`src/incskip_cfg.svh`:
```
`ifndef INCSKIP_CFG_SVH
`define INCSKIP_CFG_SVH

// ==========================================================
// Opcode fields
`define OP_WIDTH          14
`define INC_SKIP_OP_MSB   13
`define INC_SKIP_OP_LSB   8
`define INC_SKIP_OPCODE   6'h0f
`define OR_LIT_OP_MSB     13
`define OR_LIT_OP_LSB     8
`define OR_LIT_OPCODE     6'h38
`define DIR_BIT           7
`define FADDR_MSB         6
`define LIT_MSB           7

// ==========================================================
// Reset values
`define ACC_RESET         8'h00
`define ZFLAG_RESET       1'b0
`define PHASE_RESET       4'h1

`endif

```
`src/incskip_pkg.sv`:
```
package incskip_pkg;

  // ==========================================================
  // Types
  typedef logic [13:0] opcode_t;
  typedef logic [7:0]  byte_t;
  typedef logic [6:0]  faddr_t;

  typedef enum logic [3:0] {
    PH_Q1 = 4'h1,
    PH_Q2 = 4'h2,
    PH_Q3 = 4'h4,
    PH_Q4 = 4'h8
  } phase_e;

  typedef struct packed {
    logic   inc_skip;
    logic   or_lit;
    logic   to_file;
    faddr_t faddr;
    byte_t  lit;
  } decoded_s;

  typedef struct packed {
    logic   we;
    faddr_t addr;
    byte_t  data;
  } file_wr_s;

endpackage : incskip_pkg

```
`src/incskip_decode.sv`:
```
`timescale 1ns/1ps
`include "incskip_cfg.svh"

module incskip_decode
  import incskip_pkg::*;
(
  // Instruction in
  input  wire opcode_t  opcode,
  // Decoded fields
  output decoded_s      dec
);

  // ==========================================================
  // Decode
  always_comb begin
    dec          = '0;
    dec.inc_skip = (opcode[`INC_SKIP_OP_MSB:`INC_SKIP_OP_LSB] == `INC_SKIP_OPCODE);
    dec.or_lit   = (opcode[`OR_LIT_OP_MSB:`OR_LIT_OP_LSB] == `OR_LIT_OPCODE);
    dec.to_file  = opcode[`DIR_BIT];
    dec.faddr    = opcode[`FADDR_MSB:0];
    dec.lit      = opcode[`LIT_MSB:0];
  end

endmodule : incskip_decode

```
`src/incskip_exec.sv`:
```
`timescale 1ns/1ps
`include "incskip_cfg.svh"


module incskip_exec
  import incskip_pkg::*;
(
  // Clock and reset
  input  wire logic    clk,
  input  wire logic    nrst,
  // Instruction fetch
  input  wire opcode_t opcode,
  input  wire logic    opcode_valid,
  // File register read port
  output faddr_t       file_raddr,
  input  wire byte_t   file_rdata,
  // File register write port
  output file_wr_s     file_wr,
  // Core state
  output byte_t        acc,
  output logic         zero_flag,
  output logic         skip_active,
  output phase_e       phase,
  output logic         cycle_done
);

  // ==========================================================
  // Decode
  decoded_s dec;
  decoded_s dec_r;

  incskip_decode u_decode (
    .opcode (opcode),
    .dec    (dec)
  );

  // ==========================================================
  // Helpers
  function automatic logic is_zero(input byte_t v);
    return (v == 8'h00);
  endfunction : is_zero

  // Only increment with d set may touch the file register
  function automatic logic dest_is_file(input decoded_s d);
    return d.inc_skip && d.to_file;
  endfunction : dest_is_file

  // ==========================================================
  // Four-phase sequencer
  // Fixed four clocks per instruction cycle; nothing stalls it
  phase_e phase_r;
  phase_e phase_nxt;
  logic   busy_r;

  always_comb begin
    case (phase_r)
      PH_Q1:   phase_nxt = PH_Q2;
      PH_Q2:   phase_nxt = PH_Q3;
      PH_Q3:   phase_nxt = PH_Q4;
      PH_Q4:   phase_nxt = PH_Q1;
      default: phase_nxt = PH_Q1;
    endcase
  end

  always_ff @(posedge clk or negedge nrst) begin
    if (!nrst) begin
      phase_r <= phase_e'(`PHASE_RESET);
    end else begin
      phase_r <= phase_nxt;
    end
  end

  // ==========================================================
  // Fetch latch in Q1; held stable for the whole cycle
  logic skip_r;
  logic take;

  // Words offered outside Q1 are ignored
  assign take = (phase_r == PH_Q1) && opcode_valid;

  always_ff @(posedge clk or negedge nrst) begin
    if (!nrst) begin
      dec_r <= '0;
    end else if (phase_r == PH_Q1) begin
      // Skipped slot decodes as no-op; fetched word is thrown away
      dec_r <= (take && !skip_r) ? dec : '0;
    end
  end

  // Marks a slot that took a word; idle slots leave a pending skip alone
  always_ff @(posedge clk or negedge nrst) begin
    if (!nrst) begin
      busy_r <= 1'b0;
    end else if (phase_r == PH_Q1) begin
      busy_r <= take;
    end
  end

  // ==========================================================
  // Operand read in Q2, process in Q3
  byte_t file_rd_r;
  byte_t result_r;
  byte_t acc_r;

  always_ff @(posedge clk or negedge nrst) begin
    if (!nrst) begin
      file_rd_r <= `ACC_RESET;
    end else if (phase_r == PH_Q2) begin
      file_rd_r <= file_rdata;
    end
  end

  always_ff @(posedge clk or negedge nrst) begin
    if (!nrst) begin
      result_r <= `ACC_RESET;
    end else if (phase_r == PH_Q3) begin
      if (dec_r.inc_skip) begin
        // Carry dropped on purpose: ff wraps to 00 and arms the skip
        result_r <= byte_t'(file_rd_r + 8'h01);
      end else begin
        result_r <= acc_r | dec_r.lit;
      end
    end
  end

  // ==========================================================
  // Write to destination in Q4
  logic     zero_r;
  file_wr_s file_wr_r;
  faddr_t   file_raddr_r;

  always_ff @(posedge clk or negedge nrst) begin
    if (!nrst) begin
      acc_r <= `ACC_RESET;
    end else if (phase_r == PH_Q4) begin
      if (dec_r.inc_skip && !dest_is_file(dec_r)) begin
        acc_r <= result_r;
      end else if (dec_r.or_lit) begin
        acc_r <= result_r;
      end
    end
  end

  // Increment never touches the flag, so only OR-literal writes it
  always_ff @(posedge clk or negedge nrst) begin
    if (!nrst) begin
      zero_r <= `ZFLAG_RESET;
    end else if (phase_r == PH_Q4 && dec_r.or_lit) begin
      zero_r <= is_zero(result_r);
    end
  end

  // One-cycle write strobe during Q1 of the following cycle
  always_ff @(posedge clk or negedge nrst) begin
    if (!nrst) begin
      file_wr_r <= '0;
    end else begin
      file_wr_r.we <= (phase_r == PH_Q4) && dest_is_file(dec_r);
      // Address and data only move at Q4, so they sit still around the strobe
      if (phase_r == PH_Q4) begin
        file_wr_r.addr <= dec_r.faddr;
        file_wr_r.data <= result_r;
      end
    end
  end

  // Address follows the offered word even when it is not an increment
  always_ff @(posedge clk or negedge nrst) begin
    if (!nrst) begin
      file_raddr_r <= '0;
    end else if (phase_r == PH_Q1) begin
      file_raddr_r <= dec.faddr;
    end
  end

  // ==========================================================
  // Skip flag: armed in Q4, consumed by the next fetch
  always_ff @(posedge clk or negedge nrst) begin
    if (!nrst) begin
      skip_r <= 1'b0;
    end else if (phase_r == PH_Q4 && busy_r) begin
      // Idle slot keeps a pending skip; only a taken word consumes it
      skip_r <= dec_r.inc_skip && is_zero(result_r);
    end else if (phase_r == PH_Q1 && take) begin
      // Cleared only once a slot was really spent on the no-op
      skip_r <= 1'b0;
    end
  end

  // ==========================================================
  // Registered outputs
  logic done_r;
  logic skip_out_r;

  always_ff @(posedge clk or negedge nrst) begin
    if (!nrst) begin
      done_r     <= 1'b0;
      skip_out_r <= 1'b0;
    end else begin
      done_r     <= (phase_r == PH_Q4) && busy_r;
      skip_out_r <= skip_r;
    end
  end

  // ==========================================================
  // Port drive
  assign acc         = acc_r;
  assign zero_flag   = zero_r;
  assign skip_active = skip_out_r;
  assign phase       = phase_r;
  assign cycle_done  = done_r;
  assign file_wr     = file_wr_r;
  assign file_raddr  = file_raddr_r;

endmodule : incskip_exec

```
`config.mk`:
```
export PLATFORM = sky130hd
export DESIGN_NAME = incskip_exec
export DESIGN_NICKNAME = d
export VERILOG_FILES = /design/src/incskip_pkg.sv /design/src/incskip_decode.sv /design/src/incskip_exec.sv
export VERILOG_INCLUDE_DIRS = /design/src
export SDC_FILE = /design/constraint.sdc
export NUM_CORES = 1
export LEC_CHECK = 0
export BUFFER_PORTS_ARGS = -buffer_cell sky130_fd_sc_hd__buf_2
export CAP_MARGIN = 5
export CORE_MARGIN = 5
export CORE_UTILIZATION = 35
export CTS_CLUSTER_SIZE = 16
export DETAILED_ROUTE_END_ITERATION = 10
export GPL_TIMING_DRIVEN = 0
export PLACE_DENSITY = 0.63
export SYNTH_ARGS = -nofsm -noshare
export SYNTH_HDL_FRONTEND = slang
export SYNTH_SLANG_ARGS = --single-unit
```
`constraint.sdc`:
```
create_clock -name clk -period 1.8 [get_ports clk]
set_input_delay 0.45 -clock clk [delete_from_list [all_inputs] [get_ports clk]]
set_output_delay 0.45 -clock clk [all_outputs]
set_load 0.005 [all_outputs]
```
==> results of run 1 <==
[worst max-delay path by stage]
stage	from	endpoint	slack [ns]	depth (start not counted)
final	phase[2]$_DFF_PN0_	file_wr[12]$_DFFE_PN0N_	0.16	4
after global routing	phase[2]$_DFF_PN0_	file_wr[11]$_DFFE_PN0N_	0.09	4
after CTS	phase[2]$_DFF_PN0_	file_wr[12]$_DFFE_PN0N_	0.14	4
after detailed placement	phase[2]$_DFF_PN0_	file_wr[6]$_DFFE_PN0N_	0.14	4
after global placement	nrst	skip_active$_DFF_PN0_	0.01	1
after floorplan	phase[2]$_DFF_PN0_	file_wr[10]$_DFFE_PN0N_	0.31	4
[power groups by stage]
stage | Clock [mW] | Combinational (mW) | Sequential, mW
2_1_floorplan | 0 | 0.0884 | 1.63
3_3_place_gp | 0 | 0.205 | 1.64
3_5_place_dp | 0 | 0.212 | 1.64
4_1_cts | 1.10 | 0.212 | 1.61
5_1_grt | 1.19 | 0.236 | 1.62
6_report | 1.08 | 0.204 | 1.61
[synth_stat cells (all sizes together), types with 3 or more instances]
| master | number | share of area |
|---|---|---|
| nand2 | 52 | 0.071 |
| nor3 | 3 | 0.0055 |
| buf | 10 | 0.024 |
| dfrtp | 65 | 0.59 |
| a21oi | 4 | 0.010 |
| nand3 | 13 | 0.026 |
| o31ai | 5 | 0.014 |
| xor2 | 4 | 0.013 |
| and3 | 3 | 0.0068 |
| nor2 | 5 | 0.0068 |
| mux2 | 32 | 0.13 |
| nand4 | 3 | 0.0068 |
| o21ai | 12 | 0.026 |
| nor4b | 3 | 0.012 |
[state kept, by name, indices dropped and copies added (netlist names)]
| name | flops |
|---|---|
| acc | 8 |
| busy_r | 1 |
| cycle_done | 1 |
| dec_r | 10 |
| file_raddr | 7 |
| file_rd_r | 8 |
| file_wr | 16 |
| phase | 4 |
| result_r | 8 |
| skip_active | 1 |
| skip_r | 1 |
| zero_flag | 1 |
[layout make-up]
type	instances	area, µm²
Buffer	10	66.3
Clock buffer	11	141
Clock inverter	5	30.0
Fill cell	759	4330
Inverter	2	13.8
Multi-Input combinational cell	152	1010
Sequential cell	66	1650
Tap cell	102	128
Timing Repair Buffer	62	313
[kinds of logic after synthesis]
| kind of cell | count (synthesis) |
|---|---|
| simple gates | 89 |
| flops | 66 |
| fa+ha+maj | 1 |
| xor+xnor | 5 |
| mux | 32 |
| buf+inv | 12 |
| compound gates | 25 |
[worst reg2reg max path: cells and delay by family, from the launching register on]
kind / cells / cell delay [ns]
and+or+nand+nor: 1 / 0.28
buffers and inverters: 2 / 0.48
DFF: 1 / 0.42
muxes: 1 / 0.36
[routing by layer]
metal / global-route usage / routed length [µm]
met1: 0.181 / 2890
met3: 0.0403 / 333
met4: 0.0630 / 93
met2: 0.207 / 2780
met5: 0 / 0
==> out/metrics.yaml, run 1 <==
die:
  fp.coreArea_mm2: 0.00769
  die_h_um: 98.6
  die_x_um: 98.6
  pin_count: 63
  initial_core_util: 0.357
  core.rowCount: 32
  die_area_mm2: 0.00972
yosys:
  ys_seq_area_frac: 0.602
  synth_top_family_by_area: "simple AND/OR/NAND/NOR gates"
  yosysWarnings: 0
  syn_avg_cell_area_um2: 11.9
  synth_xor_area_frac: 0.0159
  yosysUniqueCellTypes: 35
  ys_seq_elements: 66
  synth_area_mm2: 0.00275
  yosys_most_used_dff: "dfrtp_1"
  synth_edf_count: 0
  muxShareOfSynthArea: 0.131
  async_flop_share: 1.00
  synth_adder_area_share: 0.00455
  netlist_instances: 230
  synth_compound_area_frac: 0.0610
  synth.net_count: 256
  yosys.area_share.simple: 0.157
critical_path:
  cp_common_cell: "buf_4"
  critPathCaptureType: "flip-flop"
  arrival_ns: 1.86
  crit_type: "flip-flop to flip-flop"
  r2r-end: "file_wr[12]$_DFFE_PN0N_"
  timing.rr.start: "phase[2]$_DFF_PN0_"
  crit_required_ns: 2.02
  critPathBufInv: 2
  rrSetupSlack_ns: 0.16
  max_stage_delay_ns: 0.42
  worstSetupStartpointType: "flip-flop"
  rr_worst_depth: 4
  slowest_stage: "dfrtp_1"
  cp_cell_sequence: "nor4b_2, buf_4, buf_4, mux2_2"
  cp_top_family: "buffers and inverters"
  path_max_fanout: 10
power_and_ir_drop:
  power_frac_seq: 0.557
  peakVddDrop_v: 0.000471
  total_power_mw: 2.89
  p_int_mw: 2.19
  combPwrFrac: 0.070
  p_sw_mw: 0.708
  power_frac_clock: 0.373
  pwr_density_cell_mw_per_mm2: 862
  swShare: 0.244
  p_leak_nw: 1.70
sta:
  fin_crit_ns: 1.64
  skew_ns: 0.00591
  setup_viol: 0
  max_slew.worst_pin.slew_ns: 0.819
  fin_ws_ns: 0.159
  slew_headroom: 0.454
  period_share: 0.912
  hold_ws_ns: 0.198
  drv_slew: 0
  fmax_mhz: 609
  rsz0062_at_grt: "no"
  fin_tns_setup_ns: 0
  finalHoldViolations: 0
finish:
  layout_common_cells: "buf_2 (66), dfrtp_1 (65), nand2_1 (52), mux2_2 (30), nand3_1 (12)"
  fin_nets: 329
  final_common_cell: "buf_2"
  layout.cells.non_filler: 410
  syn_to_final_growth_pct: 22.3
  final_cell_area_mm2: 0.00336
  final_core_util: 0.437
  num_antenna_cells: 0
  drive_gt1_frac: 0.412
place:
  hpwl_mm: 4.52
  post-place-ws_ns: 0.143
  dp_cells: 394
  place.gp.congestion: 0.746
  portBuffers: 62
  place_area_mm2: 0.00319
global_route:
  grt_max_degree: 67
  first_global_vias: 2052
  grt_pass1_wl_mm: 10.4
  grt.total_usage: 0.137
  antenna_found_initial: 0
  grt_overflow: 0
clock_tree:
  cts.repair.resized: 0
  cts_inserted_buffers: 9
  hold_buffers: 0
  cts_tree: "yes"
  cts_sinks: 66
  post_cts_buffers: 0
  root_buffer: "clkbuf_8"
  clock_path_buffers: 2
  path_clk_slew_ns: 0.07
  clkLatencyLatePin_ns: 0.34
  h-tree-depth: 3
route:
  drt-total-wl_mm: 6.10
  drt_pre_antenna_iters: 4
  wl_per_cell_um: 14.9
  drt_iter0_drc: 67
  drc: 0
  vias_per_cell: 4.67
  vias: 1915
  ant_nets: 0
run_status:
  status: "completed"
worst_hold_path:
  holdCritPathClass: "primary input to async pin"
run:
  maxCapViolations: 0
(Power assumes the default switching activity.)
==> inputs of run 2 (changes only) <==
--- a/config.mk
+++ b/config.mk
@@ -12,8 +12,8 @@
 export CORE_UTILIZATION = 35
 export CTS_CLUSTER_SIZE = 16
 export DETAILED_ROUTE_END_ITERATION = 10
+export GPL_ROUTABILITY_DRIVEN = 0
 export GPL_TIMING_DRIVEN = 0
-export PLACE_DENSITY = 0.63
 export SYNTH_ARGS = -nofsm -noshare
 export SYNTH_HDL_FRONTEND = slang
 export SYNTH_SLANG_ARGS = --single-unit
==> run 2 against run 1 <==
  * Core utilization shrank 0.098 points
  * Worst setup slack worse by 0.0038 ns
  * Largest cell class unchanged
  * Sequential share of layout area increased by 0.11 points
  * Final cell count unchanged
  * Wire length is 0.38% higher
  * Power shrank 1.1%
  * First-iteration DRC count rose by 6.0%
==> out/metrics.yaml, run 2 (synthesis gave the netlist of run 1 again) <==
run_status:
  status: "completed"
clock_tree:
  cts_sinks: 66
  hold_buffers: 0
  clkLatencyLatePin_ns: 0.33
  root_buffer: "clkbuf_8"
  post_cts_buffers: 0
  cts_tree: "yes"
  h-tree-depth: 3
  path_clk_slew_ns: 0.07
  cts.repair.resized: 0
  clock_path_buffers: 2
  cts_inserted_buffers: 9
route:
  drt_iter0_drc: 71
  drc: 0
  drt-total-wl_mm: 6.12
  wl_per_cell_um: 14.9
  vias: 1958
  vias_per_cell: 4.78
  ant_nets: 0
  drt_pre_antenna_iters: 4
sta:
  skew_ns: 0.00581
  fmax_mhz: 608
  setup_viol: 0
  drv_slew: 0
  fin_tns_setup_ns: 0
  hold_ws_ns: 0.213
  rsz0062_at_grt: "no"
  slew_headroom: 0.452
  fin_crit_ns: 1.64
  max_slew.worst_pin.slew_ns: 0.822
  finalHoldViolations: 0
  period_share: 0.914
die:
  die_x_um: 98.6
  core.rowCount: 32
  initial_core_util: 0.357
  die_area_mm2: 0.00972
  die_h_um: 98.6
  pin_count: 63
  fp.coreArea_mm2: 0.00769
critical_path:
  crit_required_ns: 2.01
  worstSetupStartpointType: "flip-flop"
  arrival_ns: 1.86
  critPathCaptureType: "flip-flop"
  crit_type: "flip-flop to flip-flop"
  path_max_fanout: 10
place:
  hpwl_mm: 4.45
  dp_cells: 394
  portBuffers: 62
global_route:
  grt_max_degree: 67
  grt.total_usage: 0.132
  grt_pass1_wl_mm: 10.0
  first_global_vias: 1942
  antenna_found_initial: 0
  grt_overflow: 0
power_and_ir_drop:
  power_frac_seq: 0.563
  total_power_mw: 2.86
  peakVddDrop_v: 0.000409
  combPwrFrac: 0.071
  power_frac_clock: 0.366
  p_leak_nw: 1.70
  p_int_mw: 2.19
  p_sw_mw: 0.673
  swShare: 0.235
  pwr_density_cell_mw_per_mm2: 854
finish:
  syn_to_final_growth_pct: 22.0
  fillCellCount: 769
  num_antenna_cells: 0
  layout.cells.non_filler: 410
  layout_common_cells: "buf_2 (66), dfrtp_1 (65), nand2_1 (52), mux2_2 (30), nand3_1 (12)"
  fin_nets: 329
  final_common_cell: "buf_2"
  largest_reg_flops: 16
  drive_gt1_frac: 0.406
worst_hold_path:
  holdCritPathClass: "primary input to async pin"
run:
  maxCapViolations: 0
[run 2: path summary, 6_finish.rpt]
path                               startpoint                   endpoint  slack, ns  cells after the start
min                                      nrst  file_raddr[1]$_DFFE_PN0N_       0.21                      1
max reg2reg                phase[2]$_DFF_PN0_    file_wr[12]$_DFFE_PN0N_       0.16                      4
min in group clk                    opcode[4]  file_raddr[4]$_DFFE_PN0N_       0.33                      3
max                        phase[2]$_DFF_PN0_    file_wr[12]$_DFFE_PN0N_       0.16                      4
max in group asynchronous                nrst         acc[5]$_DFFE_PN0P_       1.05                      1
min reg2reg                skip_r$_DFFE_PN0P_      skip_active$_DFF_PN0_       0.42                      0
[run 2: power by group through the flow]
stage	clock network [mW]	registers (mW)	logic, mW
after global placement	0	1.64	0.205
after floorplan	0	1.63	0.0884
final	1.05	1.61	0.203
after CTS	1.08	1.61	0.210
after global routing	1.15	1.62	0.233
after detailed placement	0	1.64	0.210
[run 2: cell type report]
type	instances	area, µm²	area share
timing repair buffer	62	313	0.0933
tap	102	128	0.0381
sequential	66	1650	0.493
clock inverter	3	15.0	0.00448
clock buffer	13	149	0.0444
buffer	10	66.3	0.0198
multi-input combinational	152	1010	0.303
inverter	2	13.8	0.00411
[run 2: metal layers]
layer | global-route usage | vias to the layer above | share of wire
met3 | 0.0340 | 7 | 0.060
li1 | - | 951 | -
met4 | 0.0693 | 0 | 0.016
met1 | 0.173 | 945 | 0.45
met2 | 0.202 | 55 | 0.47
met5 | 0 | - | 0
[run 2: through the flow]
step | instance area [µm²] | util | setup WS (ns)
2_1_floorplan | 2750 | - | 0.305
3_3_place_gp | 3190 | 0.414 | -0.0139
3_5_place_dp | 3190 | 0.415 | 0.139
4_1_cts | 3350 | 0.436 | 0.131
5_1_grt | 3350 | 0.436 | 0.0370
6_report | 3350 | 0.436 | 0.155
[run 2: worst max-delay path, stage by stage, from the launching register on]
cell and delay (ns):
dfrtp_1 0.42, nor4b_2 0.28, buf_4 0.24, buf_4 0.23, mux2_2 0.35
